File: src/logic/bdts_pkg.sv
// package for the block data transfer sequencer: instruction field
// positions, address step, store offset of the program counter, states.
// assumes a 32-bit core with sixteen visible registers.
package bdts_pkg;

  localparam int unsigned BDTS_WORD_W   = 32;   // data and address width
  localparam int unsigned BDTS_RLIST_W  = 16;   // register list width
  localparam int unsigned BDTS_IDX_W    = 4;    // register index width
  localparam int unsigned BDTS_COND_HI  = 31;   // condition field top
  localparam int unsigned BDTS_COND_LO  = 28;   // condition field bottom
  localparam int unsigned BDTS_PRE_BIT  = 24;   // 1 = offset before transfer
  localparam int unsigned BDTS_UP_BIT   = 23;   // 1 = add offset
  localparam int unsigned BDTS_S_BIT    = 22;   // status restore / user bank
  localparam int unsigned BDTS_WB_BIT   = 21;   // 1 = write address to base
  localparam int unsigned BDTS_LOAD_BIT = 20;   // 1 = load, 0 = store
  localparam int unsigned BDTS_BASE_HI  = 19;   // base index field top
  localparam int unsigned BDTS_BASE_LO  = 16;   // base index field bottom

  localparam logic [3:0]  BDTS_PC_IDX     = 4'hF;          // program counter
  localparam logic [31:0] BDTS_WORD_STEP  = 32'h00000004;  // bytes per word
  localparam logic [31:0] BDTS_PC_STORE   = 32'h0000000C;  // stored pc offset
  localparam logic [15:0] BDTS_RLIST_RST  = 16'h0000;      // list reset value
  localparam logic [31:0] BDTS_WORD_RST   = 32'h00000000;  // word reset value

  // gray coded along idle-addr-xfer-last-fill1-fill2
  typedef enum logic [2:0] {
    BDTS_IDLE  = 3'h0,
    BDTS_ADDR  = 3'h1,
    BDTS_XFER  = 3'h3,
    BDTS_LAST  = 3'h2,
    BDTS_FILL1 = 3'h6,
    BDTS_FILL2 = 3'h7
  } bdts_state_type;

endpackage : bdts_pkg

File: src/logic/bdts_lowest_set.sv
// lowest set bit finder of the remaining register list.
// assumes the caller checks found_o before using index_o.
`timescale 1ns/1ps
module bdts_lowest_set
  import bdts_pkg::*;
#(
  parameter int unsigned WIDTH = BDTS_RLIST_W,
  parameter int unsigned IDX_W = BDTS_IDX_W
)
(
  input  wire logic [WIDTH-1:0] mask_i,   // remaining selection
  output logic      [IDX_W-1:0] index_o,  // lowest selected index
  output logic                  found_o   // any bit set
);

  // scan from the top so the lowest set bit wins
  always_comb
  begin
    index_o = '0;
    found_o = 1'b0;
    for (int i = WIDTH - 1; i >= 0; i--)
    begin
      if (mask_i[i])
      begin
        index_o = IDX_W'(i);
        found_o = 1'b1;
      end
    end
  end

endmodule // bdts_lowest_set

File: src/logic/bdts_sequencer.sv
// block data transfer sequencer: multi_load and multi_store execution.
// assumes a register file with a same-cycle read port and a write port
// whose value is visible from the next cycle, a memory that answers each
// transfer in its own cycle, and an outside condition evaluator.
//
// Implementation choices: the placing of the registers and the address-and-strobe port.
`timescale 1ns/1ps
module bdts_sequencer
  import bdts_pkg::*;
(
  input  wire logic        CLK_SYS_I,          // core clock, 10 MHz
  input  wire logic        RSTN_I,             // async reset, active low
  input  wire logic        INSTR_VALID_I,      // instruction offered
  input  wire logic [31:0] INSTR_I,            // block transfer instruction
  input  wire logic [31:0] INSTR_ADDR_I,       // address of instruction
  output logic      [3:0]  COND_FIELD_O,       // field to the evaluator
  input  wire logic        COND_PASS_I,        // condition holds
  output logic             BUSY_O,             // instruction in progress
  output logic             DONE_O,             // pulse, instruction ended
  output logic             DATA_ABORT_O,       // pulse, enter abort trap
  output logic             STATUS_RESTORE_O,   // pulse, saved to current
  output logic      [3:0]  REG_RD_IDX_O,       // register read index
  output logic             REG_RD_USER_O,      // read from user bank
  input  wire logic [31:0] REG_RD_DATA_I,      // register read data
  output logic             REG_WR_EN_O,        // register write strobe
  output logic      [3:0]  REG_WR_IDX_O,       // register write index
  output logic             REG_WR_USER_O,      // write into user bank
  output logic      [31:0] REG_WR_DATA_O,      // register write data
  output logic             MEM_REQ_O,          // memory transfer cycle
  output logic             MEM_WRITE_O,        // 1 = write
  output logic             MEM_SEQ_O,          // sequential cycle
  output logic      [31:0] MEM_ADDR_O,         // transfer address
  output logic      [31:0] MEM_WDATA_O,        // store data
  input  wire logic [31:0] MEM_RDATA_I,        // load data
  input  wire logic        MEM_ABORT_I         // abort for this transfer
);

  bdts_state_type state, next_state;
  logic [15:0] rlist, next_rlist;        // registers still to move
  logic [3:0]  base_idx, next_base_idx;
  logic [31:0] base_val, next_base_val;
  logic [31:0] wb_val, next_wb_val;
  logic [31:0] addr, next_addr;
  logic [31:0] instr_pc, next_instr_pc;
  logic [31:0] wdata, next_wdata;
  logic [31:0] ld_data, next_ld_data;
  logic [3:0]  ld_idx, next_ld_idx;
  logic [3:0]  xfer_idx, next_xfer_idx;
  logic        ld_pend, next_ld_pend;
  logic        is_load, next_is_load;
  logic        wb, next_wb;
  logic        s_bit, next_s_bit;
  logic        pc_in, next_pc_in;
  logic        base_in, next_base_in;
  logic        first, next_first;
  logic        aborted, next_aborted;
  logic        done, next_done;
  logic        trap, next_trap;
  logic [3:0]  low_idx;
  logic        low_found;
  logic [31:0] n_bytes;
  logic        user_bank;

  bdts_lowest_set #(
    .WIDTH (BDTS_RLIST_W),
    .IDX_W (BDTS_IDX_W)
  ) u_lowest (
    .mask_i  (rlist),
    .index_o (low_idx),
    .found_o (low_found)
  );

  // byte span of the list: four per selected register
  always_comb
  begin
    n_bytes = '0;
    for (int i = 0; i < BDTS_RLIST_W; i++)
    begin
      if (INSTR_I[i])
      begin
        n_bytes = n_bytes + BDTS_WORD_STEP;
      end
    end
  end

  // user bank when bit 22 is set, unless a load brings back the program counter
  assign user_bank = s_bit && !(is_load && pc_in);

  assign COND_FIELD_O = INSTR_I[BDTS_COND_HI:BDTS_COND_LO];
  assign BUSY_O       = (state != BDTS_IDLE);
  assign DONE_O       = done;
  assign DATA_ABORT_O = trap;
  assign MEM_REQ_O    = (state == BDTS_XFER);
  assign MEM_WRITE_O  = (state == BDTS_XFER) && !is_load;
  assign MEM_SEQ_O    = (state == BDTS_XFER) && !first;
  assign MEM_ADDR_O   = addr;
  assign MEM_WDATA_O  = wdata;

  // read port: base while idle, next register to store otherwise
  always_comb
  begin
    REG_RD_IDX_O  = (state == BDTS_IDLE) ?
                    INSTR_I[BDTS_BASE_HI:BDTS_BASE_LO] : low_idx;
    REG_RD_USER_O = (state != BDTS_IDLE) && user_bank;
  end

  // write port: base update in cycle two, loads one cycle late
  always_comb
  begin
    REG_WR_EN_O      = 1'b0;
    REG_WR_IDX_O     = ld_idx;
    REG_WR_USER_O    = 1'b0;
    REG_WR_DATA_O    = ld_data;
    STATUS_RESTORE_O = 1'b0;
    if (state == BDTS_XFER && first && wb)
    begin
      REG_WR_EN_O   = 1'b1;
      REG_WR_IDX_O  = base_idx;
      REG_WR_DATA_O = wb_val;
    end
    else if ((state == BDTS_XFER || state == BDTS_LAST) && ld_pend)
    begin
      REG_WR_EN_O      = 1'b1;
      REG_WR_USER_O    = user_bank;
      STATUS_RESTORE_O = s_bit && (ld_idx == BDTS_PC_IDX);
    end
    else if (state == BDTS_LAST && aborted && base_in)
    begin
      REG_WR_EN_O   = 1'b1;
      REG_WR_IDX_O  = base_idx;
      REG_WR_DATA_O = wb ? wb_val : base_val;
    end
  end

  // sequencing of address, transfer, internal and refill cycles
  always_comb
  begin
    next_state    = state;
    next_rlist    = rlist;
    next_base_idx = base_idx;
    next_base_val = base_val;
    next_wb_val   = wb_val;
    next_addr     = addr;
    next_instr_pc = instr_pc;
    next_wdata    = wdata;
    next_ld_data  = ld_data;
    next_ld_idx   = ld_idx;
    next_xfer_idx = xfer_idx;
    next_ld_pend  = 1'b0;
    next_is_load  = is_load;
    next_wb       = wb;
    next_s_bit    = s_bit;
    next_pc_in    = pc_in;
    next_base_in  = base_in;
    next_first    = first;
    next_aborted  = aborted;
    next_done     = 1'b0;
    next_trap     = 1'b0;
    case (state)
      BDTS_IDLE:
      begin
        if (INSTR_VALID_I && !COND_PASS_I)
        begin
          next_done = 1'b1;
        end
        else if (INSTR_VALID_I && INSTR_I[15:0] == BDTS_RLIST_RST)
        begin
          next_done = 1'b1;
        end
        else if (INSTR_VALID_I)
        begin
          next_state    = BDTS_ADDR;
          next_rlist    = INSTR_I[15:0];
          next_base_idx = INSTR_I[BDTS_BASE_HI:BDTS_BASE_LO];
          next_base_val = REG_RD_DATA_I;
          next_is_load  = INSTR_I[BDTS_LOAD_BIT];
          next_wb       = INSTR_I[BDTS_WB_BIT];
          next_s_bit    = INSTR_I[BDTS_S_BIT];
          next_pc_in    = INSTR_I[BDTS_PC_IDX];
          next_base_in  = INSTR_I[INSTR_I[BDTS_BASE_HI:BDTS_BASE_LO]];
          next_instr_pc = INSTR_ADDR_I;
          next_first    = 1'b1;
          next_aborted  = 1'b0;
          // lowest address first in every mode
          if (INSTR_I[BDTS_UP_BIT])
          begin
            next_wb_val = REG_RD_DATA_I + n_bytes;
            next_addr   = INSTR_I[BDTS_PRE_BIT] ?
                          REG_RD_DATA_I + BDTS_WORD_STEP : REG_RD_DATA_I;
          end
          else
          begin
            next_wb_val = REG_RD_DATA_I - n_bytes;
            next_addr   = INSTR_I[BDTS_PRE_BIT] ? next_wb_val :
                          next_wb_val + BDTS_WORD_STEP;
          end
        end
      end
      BDTS_ADDR, BDTS_XFER:
      begin
        if (state == BDTS_XFER)
        begin
          next_first = 1'b0;
          next_addr  = addr + BDTS_WORD_STEP;
          if (MEM_ABORT_I)
          begin
            next_aborted = 1'b1;
          end
          next_ld_pend = is_load && !aborted && !MEM_ABORT_I;
          next_ld_data = MEM_RDATA_I;
          next_ld_idx  = xfer_idx;
        end
        if (low_found)
        begin
          // pick the next register and read it for the following cycle
          next_state    = BDTS_XFER;
          next_xfer_idx = low_idx;
          next_rlist    = rlist & ~(16'h0001 << low_idx);
          if (low_idx == BDTS_PC_IDX)
          begin
            next_wdata = instr_pc + BDTS_PC_STORE;
          end
          else if (state == BDTS_XFER && first && wb &&
                   low_idx == base_idx && !user_bank)
          begin
            next_wdata = wb_val;
          end
          else
          begin
            next_wdata = REG_RD_DATA_I;
          end
        end
        else if (is_load)
        begin
          next_state = BDTS_LAST;
        end
        else
        begin
          next_state = BDTS_IDLE;
          next_done  = 1'b1;
          next_trap  = aborted || MEM_ABORT_I;
        end
      end
      BDTS_LAST:
      begin
        if (ld_pend && ld_idx == BDTS_PC_IDX)
        begin
          next_state = BDTS_FILL1;
        end
        else
        begin
          next_state = BDTS_IDLE;
          next_done  = 1'b1;
          next_trap  = aborted;
        end
      end
      BDTS_FILL1:
      begin
        next_state = BDTS_FILL2;
      end
      BDTS_FILL2:
      begin
        next_state = BDTS_IDLE;
        next_done  = 1'b1;
      end
      default:
      begin
        next_state = BDTS_IDLE;
      end
    endcase
  end

  // state registers
  always_ff @(posedge CLK_SYS_I or negedge RSTN_I)
  begin
    if (!RSTN_I)
    begin
      state    <= BDTS_IDLE;
      rlist    <= BDTS_RLIST_RST;
      base_idx <= '0;
      base_val <= BDTS_WORD_RST;
      wb_val   <= BDTS_WORD_RST;
      addr     <= BDTS_WORD_RST;
      instr_pc <= BDTS_WORD_RST;
      wdata    <= BDTS_WORD_RST;
      ld_data  <= BDTS_WORD_RST;
      ld_idx   <= '0;
      xfer_idx <= '0;
      ld_pend  <= 1'b0;
      is_load  <= 1'b0;
      wb       <= 1'b0;
      s_bit    <= 1'b0;
      pc_in    <= 1'b0;
      base_in  <= 1'b0;
      first    <= 1'b0;
      aborted  <= 1'b0;
      done     <= 1'b0;
      trap     <= 1'b0;
    end
    else
    begin
      state    <= next_state;
      rlist    <= next_rlist;
      base_idx <= next_base_idx;
      base_val <= next_base_val;
      wb_val   <= next_wb_val;
      addr     <= next_addr;
      instr_pc <= next_instr_pc;
      wdata    <= next_wdata;
      ld_data  <= next_ld_data;
      ld_idx   <= next_ld_idx;
      xfer_idx <= next_xfer_idx;
      ld_pend  <= next_ld_pend;
      is_load  <= next_is_load;
      wb       <= next_wb;
      s_bit    <= next_s_bit;
      pc_in    <= next_pc_in;
      base_in  <= next_base_in;
      first    <= next_first;
      aborted  <= next_aborted;
      done     <= next_done;
      trap     <= next_trap;
    end
  end
endmodule // bdts_sequencer

File: config.mk
export PLATFORM = sky130hd
export DESIGN_NAME = bdts_sequencer
export DESIGN_NICKNAME = d
export VERILOG_FILES = /design/src/logic/bdts_pkg.sv /design/src/logic/bdts_lowest_set.sv /design/src/logic/bdts_sequencer.sv
export SDC_FILE = /design/constraint.sdc
export NUM_CORES = 1
export LEC_CHECK = 0
export BUFFER_PORTS_ARGS = -buffer_cell sky130_fd_sc_hd__clkbuf_2
export CAP_MARGIN = 20
export CORE_UTILIZATION = 60
export DETAILED_ROUTE_END_ITERATION = 16
export PLACE_DENSITY = 0.83
export SLEW_MARGIN = 20
export SYNTH_ARGS = -nofsm -noshare
export SYNTH_HDL_FRONTEND = slang
export SYNTH_SLANG_ARGS = --single-unit
File: constraint.sdc
create_clock -name CLK_SYS_I -period 9 [get_ports CLK_SYS_I]
set_input_delay 1.35 -clock CLK_SYS_I [delete_from_list [all_inputs] [get_ports CLK_SYS_I]]
set_output_delay 1.35 -clock CLK_SYS_I [all_outputs]
set_load 0.01 [all_outputs]
# [Yosys cells after proc, flatten, opt, wreduce, memory -nomap -nowiden]
# Cells that the tools add are included.
[word_totals] ff_bits=233 out_inout_bits=118
[classes] add_sub_neg=21 n_lt_le_gt_ge=1 n_eq_ne=14 n_shift=1 mux=111 bitwise=4 reduce_logical=39
[ops] operator="32-bit two-way mux" count=29
[ops] operator="32-bit by 3-bit adder with 32-bit output (second input constant)" count=18
[ops] operator="4-bit two-way mux" count=20
[ops] operator="16-bit two-way mux" count=4
[ops] operator="32-bit case mux with 2 select lines" count=1
[ops] operator="1-bit two-way mux" count=43
[ops] operator="32-bit adder" count=1
[ops] operator="32-bit by 4-bit adder with 32-bit output (second input constant)" count=1
[ops] operator="16-bit case mux with 2 select lines" count=1
[ops] operator="32-bit subtractor" count=1
[ops] operator="1-bit logical AND" count=18
[ops] operator="16-bit AND" count=1
[ops] operator="16-bit logical NOT" count=1
[ops] operator="16-bit NOT" count=1
[ops] operator="1-bit by 4-bit left shift with 16-bit output (first input constant)" count=1
[ops] operator="3-bit two-way mux" count=5
[ops] operator="2-bit inequality test (second input constant)" count=6
[ops] operator="3-bit case mux with 4 select lines" count=1
[ops] operator="5-bit AND reduction" count=2
[ops] operator="4-bit equality test (second input constant)" count=2
[ops] operator="1-bit logical NOT" count=7
[ops] operator="3-bit by 2-bit equality test with 1-bit output (second input constant)" count=2
[ops] operator="3-bit equality test (second input constant)" count=2
[ops] operator="4-bit by 6-bit less-than comparator with 1-bit output (second input constant)" count=1
[ops] operator="16 further kinds" count=22

# [Longest topological paths before layout]
# Gate-level depths: netlist of the first run.
[logic_depth] depth_word=39 depth_mapped=61 mapped_depth_nobuf=60

# [Cells and area by module]
# Synthesis of the first run repeated with hierarchy kept, for this count alone.
[hier_totals] cells_unflattened=2249 hier_area_um2=17241.5
[by_module_without_submodules] mod="bdts_sequencer" n_inst=1 cells_each=2216 area_each_um2=17062.6
[by_module_without_submodules] mod="bdts_lowest_set" n_inst=1 cells_each=33 area_each_um2=178.9

# [Worst setup path before layout of the first run]
# No wires, ideal clock.
[synth_path] kind="input-to-reg" startpoint="input INSTR_I[0]" endpoint="register addr[29] (netlist: MEM_ADDR_O[29])" setup_time_ps=137 arrival_ps=13100 t_required_ps=8863 path_slack_ps=-4237 stages=58 cell_sequence="inv_1 > ha_1 > xnor3_2 > inv_1 > ha_1 > nor2b_1 > nor4_4 > ha_1 > nand2b_1 > o21a_1 > ha_1 > mux2_2 > o31a_1 > ha_1 > mux2_2 > o21a_1 > ha_1 > mux2_2 > [... 22 more ...] > o21a_1 > o22ai_1 > a21oi_1 > xnor2_1 > ha_1 > inv_1 > a21oi_1 > o21bai_1 > a311oi_2 > xnor2_1 > nor4_1 > nand4_1 > nor4_1 > nand3_1 > nor3b_1 > xor2_1 > o31ai_1 > a21oi_1"
[synth_between] elab_chain_len=39 word_cells_on_any_way=43
[synth_rtl] element="start: declaration" line_no="bdts_sequencer.sv:14" text="input wire logic [31:0] INSTR_I,"
[synth_rtl] element="3-bit two-way mux" line_no="bdts_sequencer.sv:79" text="if (INSTR_I[i])"
[synth_rtl] element="32-bit by 3-bit adder with 32-bit output" line_no="bdts_sequencer.sv:81" text="n_bytes = n_bytes + BDTS_WORD_STEP;"
[synth_rtl] element="32-bit two-way mux" line_no="bdts_sequencer.sv:79"
[synth_rtl] element="32-bit by 3-bit adder with 32-bit output" line_no="bdts_sequencer.sv:81"
[synth_rtl] element="32-bit two-way mux" line_no="bdts_sequencer.sv:79"
[synth_rtl] element="32-bit by 3-bit adder with 32-bit output" line_no="bdts_sequencer.sv:81"
[synth_rtl] element="32-bit two-way mux" line_no="bdts_sequencer.sv:79"
[synth_rtl] element="32-bit by 3-bit adder with 32-bit output" line_no="bdts_sequencer.sv:81"
[synth_rtl] element="[... 23 more ...]"
[synth_rtl] element="32-bit subtractor" line_no="bdts_sequencer.sv:193" text="next_wb_val = REG_RD_DATA_I - n_bytes;"
[synth_rtl] element="32-bit by 3-bit adder with 32-bit output" line_no="bdts_sequencer.sv:195" text="next_wb_val + BDTS_WORD_STEP;"
[synth_rtl] element="32-bit two-way mux" line_no="bdts_sequencer.sv:194" text="next_addr = INSTR_I[BDTS_PRE_BIT] ? next_wb_val :"
[synth_rtl] element="32-bit two-way mux" line_no="bdts_sequencer.sv:185" text="if (INSTR_I[BDTS_UP_BIT])"
[synth_rtl] element="32-bit two-way mux" line_no="bdts_sequencer.sv:170" text="else if (INSTR_VALID_I)"
[synth_rtl] element="32-bit two-way mux" line_no="bdts_sequencer.sv:166" text="else if (INSTR_VALID_I && INSTR_I[15:0] == BDTS_RLIST_RST)"
[synth_rtl] element="32-bit two-way mux" line_no="bdts_sequencer.sv:162" text="if (INSTR_VALID_I && !COND_PASS_I)"
[synth_rtl] element="32-bit case mux with 2 select lines" line_no="bdts_sequencer.sv:159" text="case (state)"
[synth_rtl] element="end signal: assignment" line_no="bdts_sequencer.sv:307" text="addr <= next_addr;"
[synth_rtl] element="end: declaration" line_no="bdts_sequencer.sv:43" text="logic [31:0] addr, next_addr;"
# Parallel ways exist; a longest one is shown, timed or not. The select of a mux whose other input is x is not followed.
# A chain may end at the register's enable or synchronous reset.

# [Worst setup path after layout of the first run]
[layout_path] startpoint="input INSTR_I[1]" endpoint="register addr[31] (netlist: MEM_ADDR_O[31])"
[layout_between] elab_chain_len=37 word_cells_on_any_way=41
[layout_rtl] element="32-bit two-way mux" line_no="bdts_sequencer.sv:79"
[layout_rtl] element="32-bit by 3-bit adder with 32-bit output" line_no="bdts_sequencer.sv:81"
[layout_rtl] element="32-bit two-way mux" line_no="bdts_sequencer.sv:79"
[layout_rtl] element="32-bit by 3-bit adder with 32-bit output" line_no="bdts_sequencer.sv:81"
[layout_rtl] element="32-bit two-way mux" line_no="bdts_sequencer.sv:79"
[layout_rtl] element="32-bit by 3-bit adder with 32-bit output" line_no="bdts_sequencer.sv:81"
[layout_rtl] element="32-bit two-way mux" line_no="bdts_sequencer.sv:79"
[layout_rtl] element="32-bit by 3-bit adder with 32-bit output" line_no="bdts_sequencer.sv:81"
[layout_rtl] element="[... 21 more ...]"
[layout_rtl] element="32-bit subtractor" line_no="bdts_sequencer.sv:193"
[layout_rtl] element="32-bit by 3-bit adder with 32-bit output" line_no="bdts_sequencer.sv:195"
[layout_rtl] element="32-bit two-way mux" line_no="bdts_sequencer.sv:194"
[layout_rtl] element="32-bit two-way mux" line_no="bdts_sequencer.sv:185"
[layout_rtl] element="32-bit two-way mux" line_no="bdts_sequencer.sv:170"
[layout_rtl] element="32-bit two-way mux" line_no="bdts_sequencer.sv:166"
[layout_rtl] element="32-bit two-way mux" line_no="bdts_sequencer.sv:162"
[layout_rtl] element="32-bit case mux with 2 select lines" line_no="bdts_sequencer.sv:159"
# Parallel ways exist; a longest one is shown, timed or not. The select of a mux whose other input is x is not followed.

==> results of run 1 <==
through the flow:
step             util  hold slack (ns)  area (um2)  worst slack [ns]  setup TNS (ns)
3_3_place_gp   0.7266           0.4518       20190            -2.937         -129.14
4_1_cts        0.7899           0.4655       21950            -2.487         -107.30
5_1_grt        0.8115           0.4915       22540            -3.157         -136.26
2_1_floorplan       -           0.4386       17530            -2.952         -113.27
6_report       0.8115           0.4715       22540            -2.676         -113.59
3_5_place_dp   0.7270           0.4598       20200            -3.357         -149.60
layer usage:
| layer | track usage | vias to the layer above | part of all wire | routed length [um] |
|---|---|---|---|---|
| li1 | - | 8287 | - | - |
| met3 | 0.08860 | 253 | 0.11 | 6576 |
| met2 | 0.6529 | 1209 | 0.45 | 28290 |
| met4 | 0.1986 | 0 | 0.055 | 3404 |
| met5 | 0 | - | 0 | 0 |
| met1 | 0.5287 | 8817 | 0.39 | 23990 |
report_power, final:
| group | total [uW] | switching (uW) | internal [uW] | leakage, uW |
|---|---|---|---|---|
| combinational | 6580 | 3560 | 3010 | 0.00743 |
| clock | 1180 | 458 | 721 | 0.000461 |
| sequential | 1990 | 459 | 1530 | 0.00284 |
| total | 9740 | 4480 | 5270 | 0.0107 |
critical path, delay by kind of cell:
| family | cells | cell delay [ns] |
|---|---|---|
| simple gates | 16 | 2.54 |
| buf+inv | 10 | 1.13 |
| mux | 6 | 1.34 |
| fa+ha+maj | 14 | 3.43 |
| compound gates | 15 | 1.75 |
| xor+xnor | 4 | 0.59 |
sequential cells by signal, indices dropped and copies added, names as in the netlist, 3 cells and up:
name         count
base_idx         4
rlist           16
ld_idx           4
state            3
MEM_WDATA_O     32
instr_pc        32
MEM_ADDR_O      32
xfer_idx         4
base_val        32
wb_val          30
ld_data         32
cell families (layout without fill, tap and decap cells):
family,after synthesis,count (layout),share of synthesized area
multiplexers,62,62,0.04131
flip-flops,231,231,0.3414
AO/OA/AOI/OAI,507,507,0.1816
adder cells (fa/ha/maj),56,56,0.04197
buffers and inverters,190,589,0.04360
other,2,18,0.0004435
XOR/XNOR,176,176,0.09887
AND/OR/NAND/NOR,956,956,0.2508
final timing paths:
kind                                    to  slack, ns
min in group asynchronous  MEM_WDATA_O[27]       0.81
setup / recovery            MEM_ADDR_O[31]      -2.68
hold reg to reg                instr_pc[0]       0.47
max in group asynchronous    MEM_ADDR_O[5]       6.87
hold / removal                 instr_pc[0]       0.47
setup reg to reg           MEM_WDATA_O[27]       4.63
cell usage after synthesis (6+ instances only):
master,count
a211oi_1,11
a21o_1,12
a21oi_1,138
a22o_1,10
a31oi_1,11
and3_1,27
buf_1,12
buf_4,6
clkbuf_1,115
dfrtp_1,231
ha_1,52
inv_1,52
mux2_2,13
mux2i_1,44
nand2_1,556
nand2b_1,10
nand3_1,50
nand4_1,22
nor2_1,149
nor2b_1,12
nor3_1,42
nor3b_1,8
nor4_1,18
o211ai_1,7
o21a_1,6
o21ai_0,180
o21bai_1,19
o22ai_1,47
o31a_1,6
o31ai_1,13
or2_2,6
or3_1,16
xnor2_1,109
xor2_1,55
layout by cell type (no fill, tap or decap), types with 22 or more instances in the layout:
cell and count:
xor2_1 51, nand3_1 46, a21oi_2 23, and3_1 27
mux2i_1 39, a21oi_1 109, buf_6 34, nor2_1 139
nand2_1 545, ha_1 40, xnor2_2 23, o21ai_1 37
clkbuf_2 236, dfrtp_1 231, xnor2_1 86, clkbuf_16 28
buf_4 214, nand4_1 22, o21ai_0 137, nor3_1 32
o22ai_1 45, inv_1 43
repair_timing:
action / CTS / global route
endpoints found under the setup margin: 58 / 58
setup buffers: 37 / 25
pin swaps: 69 / 83
resized for setup: 118 / 92
area by class of cell:
type | count | area, um2
fillers | 1851 | 5238
clock inverters | 10 | 186.4
repair buffers | 488 | 3263
multi-input cells | 1775 | 11870
clock buffers | 36 | 748.2
inverters | 55 | 224.0
flip-flops and latches | 231 | 5781
well taps | 378 | 473.0
==> reports/results.tsv, run 1 <==
metric	value	unit
outcome	finished with violations	
failing checks	setup timing	
Tot GR Track Use	0.4096	
Clock Sinks	231	
hold crit path type	register to register	
Site Rows	61	
peak supply drop	0.5438	mV
f_max	85.64	MHz
initial antenna violation count	0	
Hold Buf Count CTS	0	
post-synthesis register bit count	231	
main area contributors after synthesis	dfrtp_1, nand2_1, xnor2_1	
Worst Setup SP	INSTR_I[1]	
Worst setup SP type	input pin	
sequential element share of the synthesized area	0.3414	
pwr dens	432.3	nW/um2
Boundary Pins	251	
dpl cells	2877	
Hold Crit Depth	2	
worst r2r path cells	10	
Tot Pwr	9745	uW
CTS Buf Count	26	
die height	170.0	um
DR vias	18570	
Reg-to-Reg Start	rlist[2]	
Synth async-reset ratio	1.000	
total grt overflow	0	
clk_lat worst skew	0.56	ns
Worst-Margin Slew	1.082	ns
Detailed Place HPWL	41990	um
global-route wire length before repair	92390	um
fin cells	2973	
die area	28900	um2
DR pass1 iterations	6	
EDFF count, synth	0	
Clk pin slew, worst setup/hold paths	0.06	ns
most used cell, CP	ha_1	
number of distinct library cells after synthesis	94	
clk_skew	0.01780	ns
routability cong.	1.007	
worst-case clock buffer depth	3	
post-synth top area share	0.3414	
Ant. Diodes	0	
final setup violation count	58	
Top FF cell, synth	dfrtp_1	
Root Driver	clkbuf_16	
Pins Over Slew Limit	0	
Syn Inst Count	2180	
WP data arrival	12.14	ns
Detail Route Antenna Nets	0	
Period minus WS final	11.68	ns
Max H-tree Level	1	
unrepaired setup endpoints after global routing	yes	
Layout area overhead	33.14	%
DRC Markers	0	
fin nets	2764	
Hold Startpoint	instr_pc[0]	
Syn Area/Cell	7.767	um2
Leak	0.01073	uW
Final Hold Fails	0	
die width	170.0	um
port bufs	239	
routed wire length	62270	um
core area	27780	um2
Critical-path top delay cell	nor4_4	
Avg WL per Cell	20.94	um
Required @ worst endpoint	9.47	ns
Initial Util	0.6095	
Worst Slack Setup Final	-2.676	ns
largest net degree at the start of global routing	92	
DRT iter0 DRCs	2357	
slowest cell delay on critical path	0.41	ns
Syn. warnings	0	
critical path type	input pin to register	
Vias/cell	6.245	
Crit. End Element	register	
Yosys top cell by area	dfrtp_1	
share of cells above drive strength 1	0.2963	
Tcrit/Tclk final	1.297	
Worst Path Max Fanout	5	
CTS tree	yes	
MaxCap Viol Count	0	
vias in the first global route	17350	
Worst slew margin	0.2786	
area of the mapped netlist	16930	um2
(Power assumes the default switching activity.)
==> inputs of run 2 (changes only) <==
--- a/config.mk
+++ b/config.mk
@@ -8,9 +8,11 @@
 export BUFFER_PORTS_ARGS = -buffer_cell sky130_fd_sc_hd__clkbuf_2
 export CAP_MARGIN = 20
 export CORE_UTILIZATION = 60
+export CTS_CLUSTER_SIZE = 28
 export DETAILED_ROUTE_END_ITERATION = 16
 export PLACE_DENSITY = 0.83
 export SLEW_MARGIN = 20
 export SYNTH_ARGS = -nofsm -noshare
 export SYNTH_HDL_FRONTEND = slang
+export SYNTH_HIERARCHICAL = 1
 export SYNTH_SLANG_ARGS = --single-unit
==> reports/results.tsv, run 2 <==
metric	value	unit	change
Top FF cell, synth	dfrtp_1		unchanged
Synth top cells by count	nand2_1, dfrtp_1, o21ai_0		unchanged
Required @ worst endpoint	9.43	ns	was 9.47 ns
Hold Buf Count CTS	0		unchanged
number of distinct library cells after synthesis	86		was 94
MaxCap Viol Count	0		unchanged
port bufs	239		unchanged
Yosys top cell by area	dfrtp_1		unchanged
Synth async-reset ratio	1.000		unchanged
Worst Path Max Fanout	5		unchanged
Tot GR Track Use	0.4248		was 0.4096
DRT iter0 DRCs	2921		was 2357
fin nets	2882		was 2764
DR vias	20120		was 18570
Tcrit/Tclk final	1.317		was 1.297
CTS Buf Count	27		was 26
most used cell, CP	ha_4		was ha_1
Ant. Diodes	0		unchanged
post-synthesis register bit count	231		unchanged
core area	28010	um2	was 27780 um2
Crit. End Element	register		unchanged
Detail Route Antenna Nets	0		unchanged
hold crit path type	register to register		unchanged
f_max	84.36	MHz	was 85.64 MHz
Final Hold Fails	0		unchanged
unrepaired setup endpoints after global routing	yes		unchanged
share of cells above drive strength 1	0.3020		was 0.2963
Critical-path top delay cell	or4_4		was nor4_4
Clk pin slew, worst setup/hold paths	0.06	ns	about the same
peak supply drop	0.4687	mV	was 0.5438 mV
clk_skew	0.01885	ns	was 0.01780 ns
die width	171.5	um	was 170.0 um
EDFF count, synth	0		unchanged
DRC Markers	0		unchanged
area of the mapped netlist	17240	um2	was 16930 um2
placed cell area	20680	um2	was 20200 um2
commonest non-fill, non-tap cell in the layout	nand2_1		unchanged
Syn. warnings	6		was 0
initial antenna violation count	0		unchanged
slowest cell delay on critical path	0.55	ns	was 0.41 ns
Worst setup SP type	input pin		unchanged
largest net degree at the start of global routing	96		was 92
Initial Util	0.6155		was 0.6095
DR pass1 iterations	7		was 6
dpl cells	2969		was 2877
Pins Over Slew Limit	0		unchanged
Avg WL per Cell	22.13	um	was 20.94 um
failing checks	setup timing		unchanged
Boundary Pins	251		unchanged
worst-case clock buffer depth	3		unchanged
post-route setup TNS	-116.79	ns	was -113.59 ns
Syn Inst Count	2249		was 2180
die height	171.5	um	was 170.0 um
main area contributors after synthesis	dfrtp_1, nand2_1, xnor2_1		unchanged
Filler cells	1755		was 1851
WP data arrival	12.29	ns	was 12.14 ns
vias in the first global route	18410		was 17350
routed wire length	68450	um	was 62270 um
sequential element share of the synthesized area	0.3353		was 0.3414
outcome	finished with violations		unchanged
final setup violation count	58		unchanged
Detailed Place HPWL	44150	um	was 41990 um
clk_lat worst skew	0.58	ns	was 0.56 ns
Clock Sinks	231		unchanged
Max H-tree Level	1		unchanged
Site Rows	61		unchanged
CTS tree	yes		unchanged
most numerous cell in the Yosys netlist	nand2_1		unchanged
global-route wire length before repair	97350	um	was 92390 um
Leak	0.01113	uW	was 0.01073 uW
total grt overflow	0		unchanged
Layout area overhead	35.16	%	was 33.14%
Worst-Margin Slew	1.020	ns	was 1.082 ns
die area	29420	um2	was 28900 um2
fin area	23300	um2	was 22540 um2
critical path type	input pin to register		unchanged
Worst slew margin	0.3198		was 0.2786
Syn Area/Cell	7.666	um2	was 7.767 um2
Vias/cell	6.506		was 6.245
pwr dens	443.4	nW/um2	was 432.3 nW/um2
post-synth top area share	0.3353		was 0.3414
Period minus WS final	11.85	ns	was 11.68 ns
routability cong.	0.9722		was 1.007
fin cells	3093		was 2973
r2r setup slk	4.35	ns	was 4.63 ns
most frequent cells in the layout	nand2_1, buf_4, clkbuf_2, dfrtp_1, o21ai_0		was nand2_1, clkbuf_2, dfrtp_1, buf_4, nor2_1
post-place setup slack	-3.490	ns	was -3.357 ns
Worst Slack Setup Final	-2.854	ns	was -2.676 ns
Root Driver	clkbuf_16		unchanged
-- run 2: cell types whose count changed after synthesis, sizes merged, moves of 6 or more --
| cell | change |
|---|---|
| and2 | +6 |
| o21bai | -6 |
| o21ai | +13 |
| o22ai | -6 |
| nand2 | +25 |
| nand3 | +9 |
| a21oi | -8 |
| o31ai | -7 |
| xnor2 | +6 |
-- run 2: cell families (layout without fill, tap and decap cells) --
logic type | after synthesis | after routing | share of synthesized area
fa+ha+maj | 55 | 55 | 0.04064
simple gates | 999 | 999 | 0.2533
compound gates | 509 | 509 | 0.1768
flops | 231 | 231 | 0.3353
buf+inv | 196 | 646 | 0.04398
mux | 66 | 66 | 0.04354
xor+xnor | 191 | 191 | 0.1061
other cells | 2 | 18 | 0.0004356
-- run 2: per-layer routing --
metal,vias to the layer above,GRT usage,wire (um)
met5,-,0,0
met3,447,0.08859,8546
met1,9443,0.5566,24960
met2,1629,0.6677,30340
li1,8605,-,-
met4,0,0.2077,4602
-- run 2: final cells by class --
class	instances	area, um2	share of cell area
Timing Repair Buffer	541	3674	0.1576
Inverter	56	225.2	0.009664
Clock buffer	36	769.5	0.03302
Clock inverter	13	211.5	0.009074
Sequential cell	231	5781	0.2481
Tap cell	378	473.0	0.02030
Multi-Input combinational cell	1838	12170	0.5223
-- run 2: final timing paths --
check,from,to,depth (start not counted)
setup / recovery,INSTR_I[0],MEM_ADDR_O[24],57
hold / removal,MEM_WDATA_O[31],MEM_WDATA_O[31],2
setup reg to reg,state[2],MEM_WDATA_O[15],13
hold reg to reg,MEM_WDATA_O[31],MEM_WDATA_O[31],2
max in group asynchronous,RSTN_I,MEM_ADDR_O[21],2
min in group asynchronous,RSTN_I,MEM_WDATA_O[0],1
-- run 2: power breakdown --
part           internal [uW]  switching (uW)
combinational           3300            3830
clock                    745             492
sequential              1520             443
-- run 2: per-stage QoR --
stage	total power, uW	util	hold WS, ns
after floorplan	5007	-	0.4331
after global placement	6848	0.7374	0.4434
after detailed placement	7052	0.7382	0.4509
after CTS	9032	0.8043	0.4758
after global routing	10770	0.8320	0.4846
final	10330	0.8320	0.4768
-- run 2: critical path: cells and delay by family --
kind | cells | cell delay [ns]
buffers and inverters | 8 | 1.03
XOR/XNOR | 3 | 0.69
adder cells (fa/ha/maj) | 10 | 2.66
AO/OA/AOI/OAI | 10 | 1.50
multiplexers | 5 | 1.01
AND/OR/NAND/NOR | 21 | 3.99
-- run 2: what timing repair did --
item	in CTS	in global routing
buffers inserted	56	31
gates cloned	0	0
endpoints found under the setup margin	58	58
resized for setup	120	116
pin swaps	107	87
